$ cat config.mk
export PLATFORM = sky130hd
export DESIGN_NAME = umbc_top
export DESIGN_NICKNAME = d
export VERILOG_FILES = /design/src/common/umbc_pkg.sv /design/src/umbc_tx.sv /design/src/umbc_top.sv
export SDC_FILE = /design/constraint.sdc
export NUM_CORES = 1
export LEC_CHECK = 0
export BUFFER_PORTS_ARGS = -buffer_cell sky130_fd_sc_hd__buf_2
export CORE_MARGIN = 3
export CORE_UTILIZATION = 42
export DETAILED_ROUTE_END_ITERATION = 10
export GPL_ROUTABILITY_DRIVEN = 0
export PLACE_DENSITY_LB_ADDON = 0.15
export SLEW_MARGIN = 20
export SYNTH_ARGS = -nofsm -noshare
export SYNTH_HDL_FRONTEND = slang
export SYNTH_SLANG_ARGS = --single-unit
$ cat constraint.sdc
create_clock -name core_clk -period 8.5 [get_ports core_clk]
set_input_delay 0.425 -clock core_clk [delete_from_list [all_inputs] [get_ports core_clk]]
set_output_delay 0.425 -clock core_clk [all_outputs]
set_load 0.03 [all_outputs]
$ cat src/common/umbc_pkg.sv
// Constants, register map and bus carrier for the serial mode and break control block.
// Assumes a 250 MHz core clock and a plain single-cycle register port.
//
// Contract
// - Line control register resets to 16H: LSB first, normal transmit output.
// - Break trigger bit always reads 0; cleared after a correct break field.
// - Break busy reads 1 during break reception, 0 after success or power off.
// - A short break field keeps the busy flag set and re-arms break reception.
// - A same-value line control rewrite is accepted; trigger set starts new break.
// - Line bit 1 picks LSB first when 1; bit 0 inverts transmit output.
// - Line control bits 2 to 5 and 7 are read-only; 0, 1, 6 writable.
// - Capture select 0 routes capture pin, 1 routes serial receive pin.
// - Interrupt select 0 routes its own pin, 1 receive pin; resets 00H.
// - Port 1 direction bit 0 drives the pin, 1 makes it input; resets FFH.
// - Power and both enables 0 means stop mode with plain port pins.
// - Mode register resets to 01H with power and both enables clear.
// - Power bit 0 holds the serial core in asynchronous reset.
// - Power 0 resets error status, transmit status, break flags, receive buffer.
// - Power 0 drives internal transmit high and forces internal receive high.
// - Clearing transmit or receive enable synchronously resets that circuit.
// - Set-up order ends with enables; each transmit buffer write starts sending.
// - Full-duplex operation, every byte preceded by a start bit.

package umbc_pkg;

  // ****************************************************
  // Register byte addresses
  // ****************************************************
  localparam logic [15:0] ADDR_P1_LAT = 16'hff01;
  localparam logic [15:0] ADDR_P1_DIR = 16'hff21;
  localparam logic [15:0] ADDR_MODE = 16'hff50;
  localparam logic [15:0] ADDR_TX_STAT = 16'hff55;
  localparam logic [15:0] ADDR_LINE = 16'hff58;
  localparam logic [15:0] ADDR_ISW = 16'hff59;
  localparam logic [15:0] ADDR_RX_BUF = 16'hff5a;
  localparam logic [15:0] ADDR_TX_BUF = 16'hff5b;
  localparam logic [15:0] ADDR_RX_ERR = 16'hff5c;

  // ****************************************************
  // Reset values and fixed fields
  // ****************************************************
  localparam logic [7:0] RST_P1_DIR = 8'hff;
  localparam logic [7:0] RST_P1_LAT = 8'h00;
  localparam logic [7:0] RST_MODE = 8'h01;
  localparam logic [7:0] RST_LINE = 8'h16;
  localparam logic [1:0] RST_ISW = 2'h0;
  localparam logic [7:0] LINE_FIXED = 8'h14; // Bits 5..2 read 0101

  // ****************************************************
  // Field positions
  // ****************************************************
  localparam int MODE_POWER = 7;
  localparam int MODE_TXEN = 6;
  localparam int MODE_RXEN = 5;
  localparam int LINE_BUSY = 7;
  localparam int LINE_TRIG = 6;
  localparam int LINE_DIR = 1;
  localparam int LINE_INV = 0;
  localparam int ISW_CAP = 1;
  localparam int ISW_IRQ = 0;
  localparam int PIN_TX = 3;
  localparam int PIN_RX = 4;
  localparam int ERR_OVR = 0;
  localparam int ERR_FRM = 1;

  // ****************************************************
  // Frame and break timing, in bit periods
  // ****************************************************
  localparam int CHAR_BITS = 8;
  localparam int BRK_BITS = 11;

  typedef struct packed {
    logic [15:0] addr;
    logic [7:0] wdata;
    logic wr;
    logic rd;
  } umbc_bus_req_t;

endpackage

$ cat src/umbc_tx.sv
// Transmit buffer and shifter of the serial channel.
// Assumes rst_core already folds in the power bit, and a fixed bit period.

`timescale 1ns/100ps

module umbc_tx #(
  parameter int BIT_CYCLES = 16
) (
  input wire logic core_clk, // Core clock
  input wire logic rst_core, // Async reset, high, includes power off
  input wire logic tx_enable, // Transmit enable
  input wire logic msb_first, // Send most significant bit first
  input wire logic load, // Write pulse to the transmit buffer
  input wire logic [7:0] load_data, // Byte written
  output logic tx_line, // Serial level before inversion
  output logic buf_full, // Buffer holds a byte
  output logic shift_busy // Frame in progress
);

  logic [7:0] buf_data;
  logic [7:0] shift;
  logic [3:0] idx;
  logic [15:0] cnt;

  // Pick one data bit in the chosen order
  function automatic logic umbc_pick(input logic [7:0] d, input logic [3:0] pos,
                                     input logic msb);
    logic [2:0] p;
    p = pos[2:0];
    umbc_pick = msb ? d[3'h7 - p] : d[p];
  endfunction

  // ****************************************************
  // Buffer, shifter and bit timer
  // ****************************************************
  always_ff @(posedge core_clk or posedge rst_core) begin
    if (rst_core) begin
      buf_data <= 8'h00;
      buf_full <= 1'b0;
      shift <= 8'h00;
      idx <= 4'h0;
      cnt <= 16'h0000;
      shift_busy <= 1'b0;
      tx_line <= 1'b1;
    end else if (!tx_enable) begin
      buf_full <= 1'b0;
      shift_busy <= 1'b0;
      idx <= 4'h0;
      cnt <= 16'h0000;
      tx_line <= 1'b1;
    end else begin
      // A write landing in the transfer cycle still marks the buffer full
      if (load) begin
        buf_data <= load_data;
        buf_full <= 1'b1;
      end else if (!shift_busy && buf_full) begin
        buf_full <= 1'b0;
      end
      if (!shift_busy) begin
        if (buf_full) begin
          shift <= buf_data;
          shift_busy <= 1'b1;
          idx <= 4'h0;
          cnt <= 16'(BIT_CYCLES - 1);
          tx_line <= 1'b0;
        end
      end else if (cnt != 16'h0000) begin
        cnt <= cnt - 16'h0001;
      end else begin
        cnt <= 16'(BIT_CYCLES - 1);
        idx <= idx + 4'h1;
        if (idx < 4'(umbc_pkg::CHAR_BITS)) begin
          tx_line <= umbc_pick(shift, idx, msb_first);
        end else if (idx == 4'(umbc_pkg::CHAR_BITS)) begin
          tx_line <= 1'b1;
        end else begin
          shift_busy <= 1'b0;
        end
      end
    end
  end

endmodule

$ cat src/umbc_top.sv
// Mode, line control, break reception, input switching and port 1 pins.
// Assumes a 250 MHz core clock; pins and the routed inputs are asynchronous.
//
// Design decision made here: the plain strobed port.

`timescale 1ns/100ps

module umbc_top #(
  parameter int BIT_CYCLES = 16
) (
  input wire logic core_clk, // Core clock
  input wire logic rst, // Async reset, active high
  input wire umbc_pkg::umbc_bus_req_t bus_req, // Register request
  output logic [7:0] bus_rdata, // Read data, cycle after the strobe
  input wire logic [7:0] p1_in, // Port 1 pin levels
  output logic [7:0] p1_out, // Port 1 output levels
  output logic [7:0] p1_oe, // Port 1 output enables
  input wire logic capture_input_pin, // Dedicated capture pin
  input wire logic ext_irq_pin, // Dedicated interrupt pin
  output logic capture_in, // To the timer capture input
  output logic ext_irq_in // To the external interrupt input
);

  typedef enum logic [1:0] {
    RX_IDLE,
    RX_START,
    RX_DATA,
    RX_STOP
  } umbc_rx_st_t;

  // ****************************************************
  // Declarations
  // ****************************************************
  logic [7:0] port1_direction;
  logic [7:0] port1_latch;
  logic [7:0] uart_mode_control;
  logic first_bit_select;
  logic tx_output_invert;
  logic [1:0] input_switch;
  logic [7:0] p1_meta;
  logic [7:0] p1_sync;
  logic cap_meta;
  logic cap_sync;
  logic irq_meta;
  logic irq_sync;
  logic unit_power_on;
  logic tx_enable;
  logic rx_enable;
  logic rst_core;
  logic tx_fn;
  logic rx_fn;
  logic rx_line;
  logic tx_core;
  logic tx_buf_full;
  logic tx_busy;
  logic wr_mode;
  logic wr_line;
  logic wr_isw;
  logic wr_dir;
  logic wr_lat;
  logic wr_txb;
  logic rd_rxb;
  logic rd_err;
  logic brk_go;
  logic break_rx_busy_flag;
  logic [19:0] low_cnt;
  umbc_rx_st_t rx_st;
  logic [15:0] rx_cnt;
  logic [3:0] rx_idx;
  logic [7:0] rx_shift;
  logic rx_done;
  logic rx_frame_bad;
  logic [7:0] rx_buffer;
  logic rx_full;
  logic [1:0] rx_error;
  logic [7:0] next_rdata;

  localparam logic [15:0] HALF_BIT = 16'(BIT_CYCLES / 2);
  localparam logic [15:0] FULL_BIT = 16'(BIT_CYCLES - 1);
  localparam logic [19:0] BRK_LOW = 20'(umbc_pkg::BRK_BITS * BIT_CYCLES);

  // ****************************************************
  // Pin synchronisers
  // ****************************************************
  // Two stages on every pin; only the second stage is read by logic
  always_ff @(posedge core_clk or posedge rst) begin
    if (rst) begin
      p1_meta <= 8'hff;
      p1_sync <= 8'hff;
      cap_meta <= 1'b0;
      cap_sync <= 1'b0;
      irq_meta <= 1'b0;
      irq_sync <= 1'b0;
    end else begin
      p1_meta <= p1_in;
      p1_sync <= p1_meta;
      cap_meta <= capture_input_pin;
      cap_sync <= cap_meta;
      irq_meta <= ext_irq_pin;
      irq_sync <= irq_meta;
    end
  end

  // ****************************************************
  // Mode decode and core reset
  // ****************************************************
  assign unit_power_on = uart_mode_control[umbc_pkg::MODE_POWER];
  assign tx_enable = uart_mode_control[umbc_pkg::MODE_TXEN];
  assign rx_enable = uart_mode_control[umbc_pkg::MODE_RXEN];
  // Power off holds the whole serial core in reset, standing in for a stopped clock
  assign rst_core = rst | ~unit_power_on;
  assign tx_fn = unit_power_on & tx_enable;
  assign rx_fn = unit_power_on & rx_enable;
  // Receive input seen inside is forced high while powered down
  assign rx_line = unit_power_on ? p1_sync[umbc_pkg::PIN_RX] : 1'b1;

  // ****************************************************
  // Register write decode
  // ****************************************************
  assign wr_mode = bus_req.wr && (bus_req.addr == umbc_pkg::ADDR_MODE);
  assign wr_line = bus_req.wr && (bus_req.addr == umbc_pkg::ADDR_LINE);
  assign wr_isw = bus_req.wr && (bus_req.addr == umbc_pkg::ADDR_ISW);
  assign wr_dir = bus_req.wr && (bus_req.addr == umbc_pkg::ADDR_P1_DIR);
  assign wr_lat = bus_req.wr && (bus_req.addr == umbc_pkg::ADDR_P1_LAT);
  assign wr_txb = bus_req.wr && (bus_req.addr == umbc_pkg::ADDR_TX_BUF);
  assign rd_rxb = bus_req.rd && (bus_req.addr == umbc_pkg::ADDR_RX_BUF);
  assign rd_err = bus_req.rd && (bus_req.addr == umbc_pkg::ADDR_RX_ERR);
  // The trigger is never stored, so any write with it set re-arms while power and receive enable are on
  assign brk_go = wr_line && bus_req.wdata[umbc_pkg::LINE_TRIG];

  // ****************************************************
  // Mode register
  // ****************************************************
  always_ff @(posedge core_clk or posedge rst) begin
    if (rst) begin
      uart_mode_control <= umbc_pkg::RST_MODE;
    end else if (wr_mode) begin
      uart_mode_control <= bus_req.wdata;
    end
  end

  // ****************************************************
  // Line control: only order and inversion are stored
  // ****************************************************
  always_ff @(posedge core_clk or posedge rst) begin
    if (rst) begin
      first_bit_select <= umbc_pkg::RST_LINE[umbc_pkg::LINE_DIR];
      tx_output_invert <= umbc_pkg::RST_LINE[umbc_pkg::LINE_INV];
    end else if (wr_line) begin
      // Changes mid-frame are not guarded; software idles both enables first
      first_bit_select <= bus_req.wdata[umbc_pkg::LINE_DIR];
      tx_output_invert <= bus_req.wdata[umbc_pkg::LINE_INV];
    end
  end

  // ****************************************************
  // Input switch register
  // ****************************************************
  always_ff @(posedge core_clk or posedge rst) begin
    if (rst) begin
      input_switch <= umbc_pkg::RST_ISW;
    end else if (wr_isw) begin
      input_switch <= {bus_req.wdata[umbc_pkg::ISW_CAP], bus_req.wdata[umbc_pkg::ISW_IRQ]};
    end
  end

  // ****************************************************
  // Port 1 direction and latch
  // ****************************************************
  always_ff @(posedge core_clk or posedge rst) begin
    if (rst) begin
      port1_direction <= umbc_pkg::RST_P1_DIR;
    end else if (wr_dir) begin
      port1_direction <= bus_req.wdata;
    end
  end

  always_ff @(posedge core_clk or posedge rst) begin
    if (rst) begin
      port1_latch <= umbc_pkg::RST_P1_LAT;
    end else if (wr_lat) begin
      port1_latch <= bus_req.wdata;
    end
  end

  // ****************************************************
  // Routed inputs to the timer and interrupt logic
  // ****************************************************
  // Routing uses the synchronised receive pin, not rx_line, so it works with the channel stopped
  always_ff @(posedge core_clk or posedge rst) begin
    if (rst) begin
      capture_in <= 1'b0;
      ext_irq_in <= 1'b0;
    end else begin
      capture_in <= input_switch[1] ? p1_sync[umbc_pkg::PIN_RX] : cap_sync;
      ext_irq_in <= input_switch[0] ? p1_sync[umbc_pkg::PIN_RX] : irq_sync;
    end
  end

  // ****************************************************
  // Port 1 pin drivers
  // ****************************************************
  // Direction bit low turns the output buffer on
  always_ff @(posedge core_clk or posedge rst) begin
    if (rst) begin
      p1_out <= umbc_pkg::RST_P1_LAT;
      p1_oe <= ~umbc_pkg::RST_P1_DIR;
    end else begin
      p1_oe <= ~port1_direction;
      p1_out <= port1_latch;
      if (tx_fn) begin
        p1_out[umbc_pkg::PIN_TX] <= tx_core ^ tx_output_invert;
      end
    end
  end

  // ****************************************************
  // Transmitter
  // ****************************************************
  umbc_tx #(
    .BIT_CYCLES(BIT_CYCLES)
  ) u_tx (
    .core_clk(core_clk),
    .rst_core(rst_core),
    .tx_enable(tx_enable),
    .msb_first(~first_bit_select),
    .load(wr_txb && tx_fn),
    .load_data(bus_req.wdata),
    .tx_line(tx_core),
    .buf_full(tx_buf_full),
    .shift_busy(tx_busy)
  );

  // ****************************************************
  // Break field reception
  // ****************************************************
  // Measures one low stretch; its rising edge decides success or retry
  always_ff @(posedge core_clk or posedge rst_core) begin
    if (rst_core) begin
      break_rx_busy_flag <= 1'b0;
      low_cnt <= 20'h00000;
    end else if (brk_go && rx_fn) begin
      break_rx_busy_flag <= 1'b1;
      low_cnt <= 20'h00000;
    end else if (break_rx_busy_flag) begin
      if (!rx_line) begin
        if (low_cnt != 20'hfffff) begin
          low_cnt <= low_cnt + 20'h00001;
        end
      end else if (low_cnt != 20'h00000) begin
        low_cnt <= 20'h00000;
        if (low_cnt >= BRK_LOW) begin
          break_rx_busy_flag <= 1'b0;
        end
        // A short low stretch leaves the flag set and waits again
      end
    end
  end

  // ****************************************************
  // Receiver
  // ****************************************************
  // Samples mid-bit; held idle while a break field is awaited
  always_ff @(posedge core_clk or posedge rst_core) begin
    if (rst_core) begin
      rx_st <= RX_IDLE;
      rx_cnt <= 16'h0000;
      rx_idx <= 4'h0;
      rx_shift <= 8'h00;
      rx_done <= 1'b0;
      rx_frame_bad <= 1'b0;
    end else if (!rx_enable || break_rx_busy_flag) begin
      rx_st <= RX_IDLE;
      rx_cnt <= 16'h0000;
      rx_idx <= 4'h0;
      rx_done <= 1'b0;
      rx_frame_bad <= 1'b0;
    end else begin
      rx_done <= 1'b0;
      case (rx_st)
        RX_IDLE: begin
          if (!rx_line) begin
            rx_st <= RX_START;
            rx_cnt <= HALF_BIT;
          end
        end
        RX_START: begin
          if (rx_cnt != 16'h0000) begin
            rx_cnt <= rx_cnt - 16'h0001;
          end else if (!rx_line) begin
            rx_st <= RX_DATA;
            rx_cnt <= FULL_BIT;
            rx_idx <= 4'h0;
          end else begin
            rx_st <= RX_IDLE;
          end
        end
        RX_DATA: begin
          if (rx_cnt != 16'h0000) begin
            rx_cnt <= rx_cnt - 16'h0001;
          end else begin
            rx_cnt <= FULL_BIT;
            rx_idx <= rx_idx + 4'h1;
            if (first_bit_select) begin
              rx_shift <= {rx_line, rx_shift[7:1]};
            end else begin
              rx_shift <= {rx_shift[6:0], rx_line};
            end
            if (rx_idx == 4'(umbc_pkg::CHAR_BITS - 1)) begin
              rx_st <= RX_STOP;
            end
          end
        end
        RX_STOP: begin
          if (rx_cnt != 16'h0000) begin
            rx_cnt <= rx_cnt - 16'h0001;
          end else begin
            rx_st <= RX_IDLE;
            rx_done <= 1'b1;
            rx_frame_bad <= ~rx_line;
          end
        end
        default: begin
          rx_st <= RX_IDLE;
        end
      endcase
    end
  end

  // ****************************************************
  // Receive buffer and error status
  // ****************************************************
  // A new byte in the cycle of a buffer read keeps the full flag set
  always_ff @(posedge core_clk or posedge rst_core) begin
    if (rst_core) begin
      rx_buffer <= 8'h00;
      rx_full <= 1'b0;
    end else if (rx_done) begin
      rx_buffer <= rx_shift;
      rx_full <= 1'b1;
    end else if (rd_rxb) begin
      rx_full <= 1'b0;
    end
  end

  // Errors are sticky until read; a new error wins over the read clear
  always_ff @(posedge core_clk or posedge rst_core) begin
    if (rst_core) begin
      rx_error <= 2'h0;
    end else begin
      rx_error[umbc_pkg::ERR_OVR] <= (rx_done && rx_full && !rd_rxb)
                                    || (rx_error[umbc_pkg::ERR_OVR] && !rd_err);
      rx_error[umbc_pkg::ERR_FRM] <= (rx_done && rx_frame_bad)
                                    || (rx_error[umbc_pkg::ERR_FRM] && !rd_err);
    end
  end

  // ****************************************************
  // Read path
  // ****************************************************
  always_comb begin
    next_rdata = 8'h00;
    if (bus_req.rd) begin
      case (bus_req.addr)
        umbc_pkg::ADDR_MODE: next_rdata = uart_mode_control;
        umbc_pkg::ADDR_LINE: begin
          // Trigger reads 0 and fixed bits read back their constant
          next_rdata = umbc_pkg::LINE_FIXED;
          next_rdata[umbc_pkg::LINE_BUSY] = break_rx_busy_flag;
          next_rdata[umbc_pkg::LINE_DIR] = first_bit_select;
          next_rdata[umbc_pkg::LINE_INV] = tx_output_invert;
        end
        umbc_pkg::ADDR_ISW: next_rdata = {6'h00, input_switch};
        umbc_pkg::ADDR_P1_DIR: next_rdata = port1_direction;
        umbc_pkg::ADDR_P1_LAT: next_rdata = port1_latch;
        umbc_pkg::ADDR_TX_STAT: next_rdata = {6'h00, tx_buf_full, tx_busy};
        umbc_pkg::ADDR_RX_BUF: next_rdata = rx_buffer;
        umbc_pkg::ADDR_RX_ERR: next_rdata = {6'h00, rx_error};
        default: next_rdata = 8'h00;
      endcase
    end
  end

  // Data stands only in the cycle after the read strobe
  always_ff @(posedge core_clk or posedge rst) begin
    if (rst) begin
      bus_rdata <= 8'h00;
    end else begin
      bus_rdata <= next_rdata;
    end
  end

endmodule

==> results of run 1 <==
==> metal layers <==
metal	wire length, um	global-route usage	vias up
li1	-	-	2754
met1	8680	0.268	2898
met2	8520	0.296	138
met3	777	0.0438	19
met4	219	0.0505	0
met5	0	0	-
==> critical path, stage by stage, from the launching register on <==
cell	delay (ps)
dfrtp_1	420
or4_4	560
or4_4	470
nor4_4	690
nor2_2	200
o21a_1	310
a21oi_1	200
==> area by class of cell <==
class                      instances  area [um2]
clock buffer                      17         425
clock inverter                    15         185
fill                            1676        9140
inverter                          26        97.6
multi-input combinational        510        3470
sequential                       163        4100
tap                              229         287
timing repair buffer              62         325
==> worst max path at each step <==
stage                         startpoint                  to  slack (ps)  cells after the start
finish                         rx_cnt[8]           rx_cnt[5]        5580                      6
detailed placement           bus_req[15]        bus_rdata[4]        5390                      6
global route                 u_tx.cnt[6]         u_tx.idx[3]        5340                      6
global placement             bus_req[15]        bus_rdata[4]        5320                      6
CTS                          u_tx.cnt[6]         u_tx.idx[3]        5330                      6
floorplan           uart_mode_control[7]  break_rx_busy_flag        1510                      2
==> through the flow <==
| stage | cells | total power (uW) | area [um2] |
|---|---|---|---|
| final | 1022 | 1600 | 8890 |
| after floorplan | 726 | 814 | 7750 |
| after global placement | 990 | 830 | 8260 |
| after global routing | 1022 | 1660 | 8890 |
| after CTS | 1022 | 1620 | 8880 |
| after detailed placement | 990 | 831 | 8270 |
==> report_power, final <==
| part | internal [uW] | switching, uW |
|---|---|---|
| clock network | 424 | 363 |
| logic | 11.9 | 21.1 |
| registers | 780 | 3.37 |
| total | 1220 | 388 |
==> state kept, by name, summed over array words and instances (netlist names), 2 cells and up <==
signal / cells
rx_buffer: 8
rx_idx: 4
rx_shift: 8
rx_st: 2
low_cnt: 20
port1_direction: 8
u_tx.idx: 4
u_tx.shift: 8
bus_rdata: 8
p1_out: 8
rx_error: 2
port1_latch: 8
input_switch: 2
u_tx.buf_data: 8
p1_oe: 8
u_tx.cnt: 16
rx_cnt: 16
uart_mode_control: 8
==> cells by family (layout without fill, tap and decap cells) <==
family / count (synthesis) / after routing / synth area share
compound gates: 125 / 125 / 0.0989
xor+xnor: 29 / 29 / 0.0328
fa+ha+maj: 12 / 12 / 0.0194
buf+inv: 53 / 120 / 0.0270
flops: 163 / 163 / 0.528
mux: 73 / 73 / 0.110
simple gates: 271 / 271 / 0.184
==> cells in the final DEF, fill, tap and decap left out, drive strengths merged, types with 4 or more instances in the layout <==
master / netlist / layout
a21oi: 38 / 38
a222oi: 4 / 4
a22oi: 6 / 6
a31oi: 10 / 10
and2: 5 / 5
and3: 13 / 13
buf: 3 / 62
clkbuf: 24 / 17
clkinv: 0 / 4
dfrtp: 150 / 150
dfstp: 13 / 13
ha: 12 / 12
inv: 26 / 34
mux2: 57 / 57
mux2i: 12 / 12
mux4: 4 / 4
nand2: 55 / 55
nand2b: 7 / 7
nand3: 27 / 27
nand4: 19 / 19
nor2: 61 / 61
nor2b: 5 / 5
nor3: 23 / 23
nor3b: 4 / 4
nor4: 20 / 20
nor4b: 5 / 5
o21ai: 38 / 38
o31ai: 4 / 4
or3: 9 / 9
or4: 6 / 6
xnor2: 18 / 18
xor2: 11 / 11
==> flow_metrics.env, run 1 <==
export IMPL_post_cts_setup_buffers=0
export IMPL_pwr_density_cell_nw_per_um2=180
export IMPL_path_max_fanout=15
export IMPL_yosys_area_top_type_share=0.484
export IMPL_die_h_um=142
export IMPL_first_pass_iters=7
export IMPL_worstPathArrival_ps=3270
export IMPL_final_nets=830
export IMPL_grt_overflow_total=0
export IMPL_drive_gt1_frac=0.231
export IMPL_dieArea_um2=20100
export IMPL_syn_area_per_cell_um2=10.7
export IMPL_rr_worst_depth=6
export IMPL_rows=49
export IMPL_timing_hold_ws_ps=89.9
export IMPL_fin_crit_sh=0.344
export IMPL_critical_path_required_ps=8850
export IMPL_holdPathEnd="p1_meta[4]"
export IMPL_root_buffer="clkbuf_16"
export IMPL_synth_area_leader_cell="dfrtp_1"
export IMPL_die_w_um=142
export IMPL_clk_pin_slew_ps=70
export IMPL_antenna_found_initial=0
export IMPL_ys_ff_latch=163
export IMPL_core_area_um2=18000
export IMPL_rsz0062_at_grt="no"
export IMPL_synthTopCellsByCount="dfrtp_1, nor2_1, mux2_2"
export IMPL_drv_slew=0
export IMPL_dp_hpwl_um=12800
export IMPL_synth_area_um2=7750
export IMPL_clock_latency_ps=430
export IMPL_cp_start_kind="flop"
export IMPL_cts_tree="yes"
export IMPL_syn_to_final_growth_pct=14.6
export IMPL_drc=0
export IMPL_status="finished, final reports clean"
export IMPL_grt_max_degree=61
export IMPL_path_class="reg -> reg"
export IMPL_tns_ps=0
export IMPL_synth_most_common_cell="dfrtp_1"
export IMPL_wl_um=18200
export IMPL_finalClockSkew_ps=9.37
export IMPL_max_slew_worst_pin_slew_ps=1030
export IMPL_pre_cts_slack_ps=5390
export IMPL_viasPerCell=5.68
export IMPL_htreeDepth=4
export IMPL_synth_edf_count=0
export IMPL_cts_buffers_inserted=17
export IMPL_endpoint_kind="flop"
export IMPL_hold_path_class="in -> reg"
export IMPL_yosysWarningCount=0
export IMPL_leakage_uw=0.00401
export IMPL_ys_async_sr_fraction=1.00
export IMPL_vdd_drop_max_mv=0.141
export IMPL_synth_area_leaders="dfrtp_1, mux2_2, dfstp_2"
export IMPL_max_cap_violations=0
export IMPL_grt_pass1_vias=5831
export IMPL_cts_resized=0
export IMPL_setup_viol=0
export IMPL_reg2reg_from="rx_cnt[8]"
export IMPL_io_pins=64
export IMPL_grt_pass1_wl_um=30300
export IMPL_antenna_cells=0
export IMPL_hold_path_depth=1
export IMPL_ant_nets=0
export IMPL_fin_util=0.493
export IMPL_holdBufCountCts=0
export IMPL_fin_crit_ps=2920
export IMPL_slew_headroom=0.310
export IMPL_setup_ws_ps=5580
export IMPL_synthCells=726
export IMPL_synth_top_flop_cell="dfrtp_1"
export IMPL_fmax_ghz=0.342
export IMPL_reg2reg_to="rx_cnt[5]"
export IMPL_ys_seq_area_frac=0.528
export IMPL_rrSetupSlack_ps=5580
export IMPL_synth_net_count=776
export IMPL_clockBufferDepth=2
export IMPL_start_util=0.430
export IMPL_num_vias=5809
export IMPL_post_drt_wl_per_cell_um=17.8
export IMPL_hold_viol=0
export IMPL_min_from="p1_in[4]"
export IMPL_netlist_cell_type_count=60
export IMPL_track_usage=0.190
export IMPL_drt_iter0_drc=425
export IMPL_portBuffers=56
export IMPL_cts_sinks=163
Note: power is estimated with default switching activity, not from simulation.
==> run 2, diff against run 1 <==
==> constraint.sdc (replaced) <==
create_clock -name core_clk -period 2.5 [get_ports core_clk]
set_input_delay 0.125 -clock core_clk [delete_from_list [all_inputs] [get_ports core_clk]]
set_output_delay 0.125 -clock core_clk [all_outputs]
set_load 0.03 [all_outputs]
==> run 2 against run 1 <==
Compared with the run above: maximum frequency is 22% higher; combinational power rose to 3.8 times the previous value; sequential share of layout area shrank 1.6 points; clock skew grew 4.0 ps; critical path depth fell by 1; cell count rose by 3.8%; highest routed layer unchanged; power increased to 3.4 times the previous value; sequential power rose to 3.4 times the previous value; cell area rose by 3.7%; routed wire length grew 2.2%; utilization is 1.8 points higher.
==> flow_metrics.env, run 2 (synthesis gave the netlist of run 1 again) <==
export IMPL_status="finished, final reports clean"
export IMPL_antenna_found_initial=0
export IMPL_critical_path_required_ps=2790
export IMPL_layout_common_cells="dfrtp_1, nor2_1, mux2_2"
export IMPL_grt_max_degree=62
export IMPL_fin_crit_sh=0.959
export IMPL_max_cap_violations=0
export IMPL_portBuffers=56
export IMPL_drt_iter0_drc=464
export IMPL_leakage_uw=0.00421
export IMPL_antenna_cells=0
export IMPL_final_nets=869
export IMPL_timing_hold_ws_ps=30.2
export IMPL_start_util=0.430
export IMPL_grt_pass1_vias=5852
export IMPL_rrSetupSlack_ps=100
export IMPL_cts_sinks=163
export IMPL_cp_start_kind="flop"
export IMPL_track_usage=0.190
export IMPL_regMostFlops="low_cnt"
export IMPL_ant_nets=0
export IMPL_holdPathEnd="uart_mode_control[6]"
export IMPL_fin_util=0.511
export IMPL_cts_tree="yes"
export IMPL_hold_path_depth=2
export IMPL_viasPerCell=5.63
export IMPL_slew_headroom=0.463
export IMPL_wl_um=18600
export IMPL_syn_to_final_growth_pct=18.9
export IMPL_setup_viol=0
export IMPL_drive_gt1_frac=0.257
export IMPL_reg_largest_list="low_cnt x20, rx_cnt x16, u_tx.cnt x16"
export IMPL_dp_hpwl_um=13100
export IMPL_min_from="bus_req[8]"
export IMPL_die_w_um=142
export IMPL_die_h_um=142
export IMPL_worstPathArrival_ps=2680
export IMPL_drc=0
export IMPL_largest_reg_flops=20
export IMPL_fmax_ghz=0.417
export IMPL_clock_latency_ps=430
export IMPL_endpoint_kind="flop"
export IMPL_max_slew_worst_pin_slew_ps=805
export IMPL_rsz0062_at_grt="no"
export IMPL_hold_viol=0
export IMPL_io_pins=64
export IMPL_path_max_fanout=16
export IMPL_first_pass_iters=5
export IMPL_post_drt_wl_per_cell_um=17.5
export IMPL_pwr_density_cell_nw_per_um2=593
export IMPL_clockBufferDepth=2
export IMPL_clk_pin_slew_ps=70
export IMPL_root_buffer="clkbuf_16"
export IMPL_dieArea_um2=20100
export IMPL_finalClockSkew_ps=13.4
export IMPL_path_class="reg -> reg"
export IMPL_vdd_drop_max_mv=0.442
export IMPL_reg2reg_to="rx_shift[6]"
export IMPL_cts_buffers_inserted=17
export IMPL_rr_worst_depth=5
export IMPL_reg2reg_from="rx_cnt[8]"
export IMPL_tns_ps=0
export IMPL_grt_overflow_total=0
export IMPL_htreeDepth=4
export IMPL_num_vias=5971
export IMPL_rows=49
export IMPL_hold_path_class="in -> reg"
export IMPL_drv_slew=0
export IMPL_core_area_um2=18000
export IMPL_fin_crit_ps=2400
export IMPL_grt_pass1_wl_um=30400
export IMPL_mostFrequentLayoutCell="dfrtp_1"
==> run 2: cell types whose count changed in the layout (fill, tap and decap cells not counted), sizes merged <==
cell         previous run  this run
buf                    62        92
clkinvlp                2         1
dlygate4sd3             0         9
inv                    34        32
clkinv                  4         7
==> run 2: metal layers <==
metal / share of wire / GRT usage
met1: 0.48 / 0.278
met4: 0.011 / 0.0485
met3: 0.049 / 0.0415
met5: 0 / 0
met2: 0.46 / 0.288
==> run 2: area by class of cell <==
| cell class | count | area, um2 |
|---|---|---|
| inverter | 26 | 97.6 |
| tap | 229 | 287 |
| timing repair buffer | 101 | 644 |
| sequential | 163 | 4100 |
| fill | 1649 | 8810 |
| multi-input combinational | 510 | 3470 |
| clock buffer | 17 | 425 |
| clock inverter | 15 | 190 |
==> run 2: report_power, final <==
part	switching [uW]	internal, uW	total, uW
sequential	12.0	2650	2660
combinational	75.7	50.7	126
clock	1230	1440	2670
total	1320	4140	5460
==> run 2: metrics by stage <==
step	cell area (um2)	cells	power [uW]	setup WS (ps)
floorplan	7770	726	2770	34.9
global placement	8480	1019	2820	108
detailed placement	8480	1019	2830	79.8
CTS	9180	1060	5520	54.4
global route	9210	1061	5650	4.11
finish	9210	1061	5460	103
==> run 2: what timing repair did <==
item | 4_1_cts | 5_1_grt
endpoints found under the hold margin | 85 | 0
endpoints found under the setup margin | 0 | 15
setup buffers | 0 | 0
gates resized for setup | 0 | 6
hold buffers | 9 | 0
==> run 2: critical path, cell delays in order (launching register included) <==
cell and delay [ps]:
dfrtp_1 420, or4_4 560, or4_4 460, or3_1 590, nand2_1 140, o21ai_0 90
==> run 2: how the worst max path moves through the flow <==
stage                               from                 end  slack, ps  depth (start not counted)
floorplan           uart_mode_control[7]  break_rx_busy_flag         30                          2
detailed placement             rx_cnt[8]           rx_cnt[7]         80                          7
global placement              low_cnt[0]         low_cnt[16]        110                          9
finish                         rx_cnt[8]         rx_shift[6]        100                          5
CTS                            rx_cnt[8]           rx_cnt[7]         50                          7
global route                   rx_cnt[8]         rx_shift[7]          4                          5
==> run 3, diff against run 2 <==
--- a/config.mk
+++ b/config.mk
@@ -6,8 +6,10 @@
 export NUM_CORES = 1
 export LEC_CHECK = 0
 export BUFFER_PORTS_ARGS = -buffer_cell sky130_fd_sc_hd__buf_2
+export CORE_ASPECT_RATIO = 0.5
 export CORE_MARGIN = 3
 export CORE_UTILIZATION = 42
+export CTS_BUF_LIST = sky130_fd_sc_hd__clkbuf_16
 export DETAILED_ROUTE_END_ITERATION = 10
 export GPL_ROUTABILITY_DRIVEN = 0
 export PLACE_DENSITY_LB_ADDON = 0.15
==> run 3 against run 2 <==
Compared with the run above: die area grew 0.49%; critical path depth unchanged; hold slack lost 7.8 ps; via count decreased by 1.2%; routed wire length fell by 4.1%; sequential share of layout area up 0.40 points; maximum frequency down 0.16%; cell area is 0.90% lower; combinational power fell by 3%.
==> flow_metrics.env, run 3 (synthesis gave the netlist of run 1 again) <==
export IMPL_syn_to_final_growth_pct=17.8
export IMPL_multi_input_area_um2=3460
export IMPL_p_int_uw=4080
export IMPL_cts_sinks=163
export IMPL_seqPwrFrac=0.506
export IMPL_root_buffer="clkbuf_16"
export IMPL_fmax_ghz=0.417
export IMPL_worstPathArrival_ps=2690
export IMPL_path_class="reg -> reg"
export IMPL_netSwitchingFraction=0.226
export IMPL_hold_path_depth=2
export IMPL_dp_hpwl_um=12800
export IMPL_max_slew_worst_pin_slew_ps=686
export IMPL_setup_ws_ps=99.3
export IMPL_start_util=0.437
export IMPL_drc=0
export IMPL_register_area_um2=4100
export IMPL_grt_pass1_wl_um=29600
export IMPL_path_max_fanout=16
export IMPL_power_frac_comb=0.023
export IMPL_pwr_density_cell_nw_per_um2=577
export IMPL_cp_start_kind="flop"
export IMPL_status="finished, final reports clean"
export IMPL_grt_overflow_total=0
export IMPL_slew_headroom=0.542
export IMPL_tns_ps=0
export IMPL_rrSetupSlack_ps=100
export IMPL_reg_largest_list="low_cnt x20, rx_cnt x16, u_tx.cnt x16"
export IMPL_post_cts_setup_buffers=0
export IMPL_holdPathEnd="uart_mode_control[4]"
export IMPL_leakage_uw=0.00416
export IMPL_setup_viol=0
export IMPL_regMostFlops="low_cnt"
export IMPL_critical_path_required_ps=2780
export IMPL_final_nets=864
export IMPL_min_from="bus_req[6]"
export IMPL_rr_worst_depth=5
export IMPL_pre_cts_slack_ps=102
export IMPL_mostFrequentLayoutCell="dfrtp_1"
export IMPL_hold_viol=0
export IMPL_reg2reg_from="rx_cnt[8]"
export IMPL_grt_max_degree=52
export IMPL_rows=34
export IMPL_stdcell_count=1061
export IMPL_num_vias=5898
export IMPL_io_pins=64
export IMPL_finalClockSkew_ps=8.59
export IMPL_rsz0062_at_grt="no"
export IMPL_portBuffers=56
export IMPL_die_w_um=198
export IMPL_reg2reg_to="rx_shift[0]"
export IMPL_clkPwrFrac=0.471
export IMPL_clk_pin_slew_ps=70
export IMPL_core_area_um2=17700
export IMPL_layout_common_cells="dfrtp_1, nor2_1, mux2_2"
export IMPL_cts_tree="yes"
export IMPL_fin_crit_sh=0.960
export IMPL_viasPerCell=5.56
export IMPL_track_usage=0.184
export IMPL_grt_pass1_vias=5764
export IMPL_die_h_um=102
export IMPL_drive_gt1_frac=0.249
export IMPL_fillers=1581
export IMPL_antenna_cells=0
export IMPL_cts_buffers_inserted=17
export IMPL_antenna_found_initial=0
export IMPL_ant_nets=0
export IMPL_largest_reg_flops=20
export IMPL_wl_um=17800
export IMPL_endpoint_kind="flop"
export IMPL_clockBufferDepth=2
export IMPL_first_pass_iters=5
export IMPL_max_cap_violations=0
export IMPL_fin_crit_ps=2400
export IMPL_dieArea_um2=20200
export IMPL_drt_iter0_drc=315
export IMPL_htreeDepth=4
export IMPL_post_drt_wl_per_cell_um=16.8
export IMPL_vdd_drop_max_mv=0.344
export IMPL_drv_slew=0
export IMPL_clock_latency_ps=420
export IMPL_p_sw_uw=1190
export IMPL_dp_cells=1023
export IMPL_hold_path_class="in -> reg"
run 3: changes by cell type in the layout (fill, tap and decap cells not counted), moves of 3 or more:
cell / delta
buf_4: -4
clkinv_4: +3
clkinv_8: -4
dlygate4sd3_1: -3
inv_8: -5
run 3: area by class of cell:
cell class	count	share of cell area
Clock buffer	17	0.0466
Clock inverter	15	0.0147
Inverter	26	0.0107
Multi-Input combinational cell	510	0.379
Sequential cell	163	0.448
Tap cell	234	0.0321
Timing Repair Buffer	96	0.0684
run 3: through the flow:
step           hold slack [ps]  utilization  total power (uW)  area, um2
2_1_floorplan              129            -              2770       7770
3_3_place_gp               233        0.479              2830       8500
3_5_place_dp               234        0.479              2830       8500
4_1_cts                   8.88        0.514              5330       9120
5_1_grt                   11.6        0.515              5460       9130
6_report                  22.4        0.515              5270       9130
run 3: worst max-delay path, stage by stage (launching register included):
cell	delay (ps)
dfrtp_1	410
or4_4	550
or4_4	460
or3_1	600
nand2_1	160
o21ai_0	80
run 3: worst max path at each step:
stage	from	end	slack, ps	cells past startpoint
after floorplan	uart_mode_control[7]	break_rx_busy_flag	30	2
after global routing	rx_cnt[8]	rx_cnt[13]	10	7
after detailed placement	rx_cnt[8]	rx_shift[0]	100	5
final	rx_cnt[8]	rx_shift[0]	100	5
after global placement	rx_cnt[8]	rx_cnt[4]	140	7
after CTS	rx_cnt[8]	rx_shift[0]	90	5
run 3: layer usage:
metal / vias up / wire [um] / global-route usage
met5: - / 0 / 0
met4: 0 / 124 / 0.0424
met3: 10 / 566 / 0.0395
met2: 89 / 8680 / 0.312
met1: 2968 / 8470 / 0.246
li1: 2831 / - / -
run 3: what timing repair did:
| item | in CTS | in global routing |
|---|---|---|
| endpoints found under the hold margin | 54 | 0 |
| setup endpoints to repair | 0 | 8 |
| hold buffers | 6 | 0 |
| gates resized for setup | 0 | 2 |
run 3: power by group through the flow:
stage / logic, uW / registers (uW) / clock network, uW
6_report: 122 / 2660 / 2480
5_1_grt: 136 / 2660 / 2660
4_1_cts: 124 / 2660 / 2550
3_5_place_dp: 116 / 2710 / 0
3_3_place_gp: 114 / 2710 / 0
2_1_floorplan: 55.9 / 2710 / 0
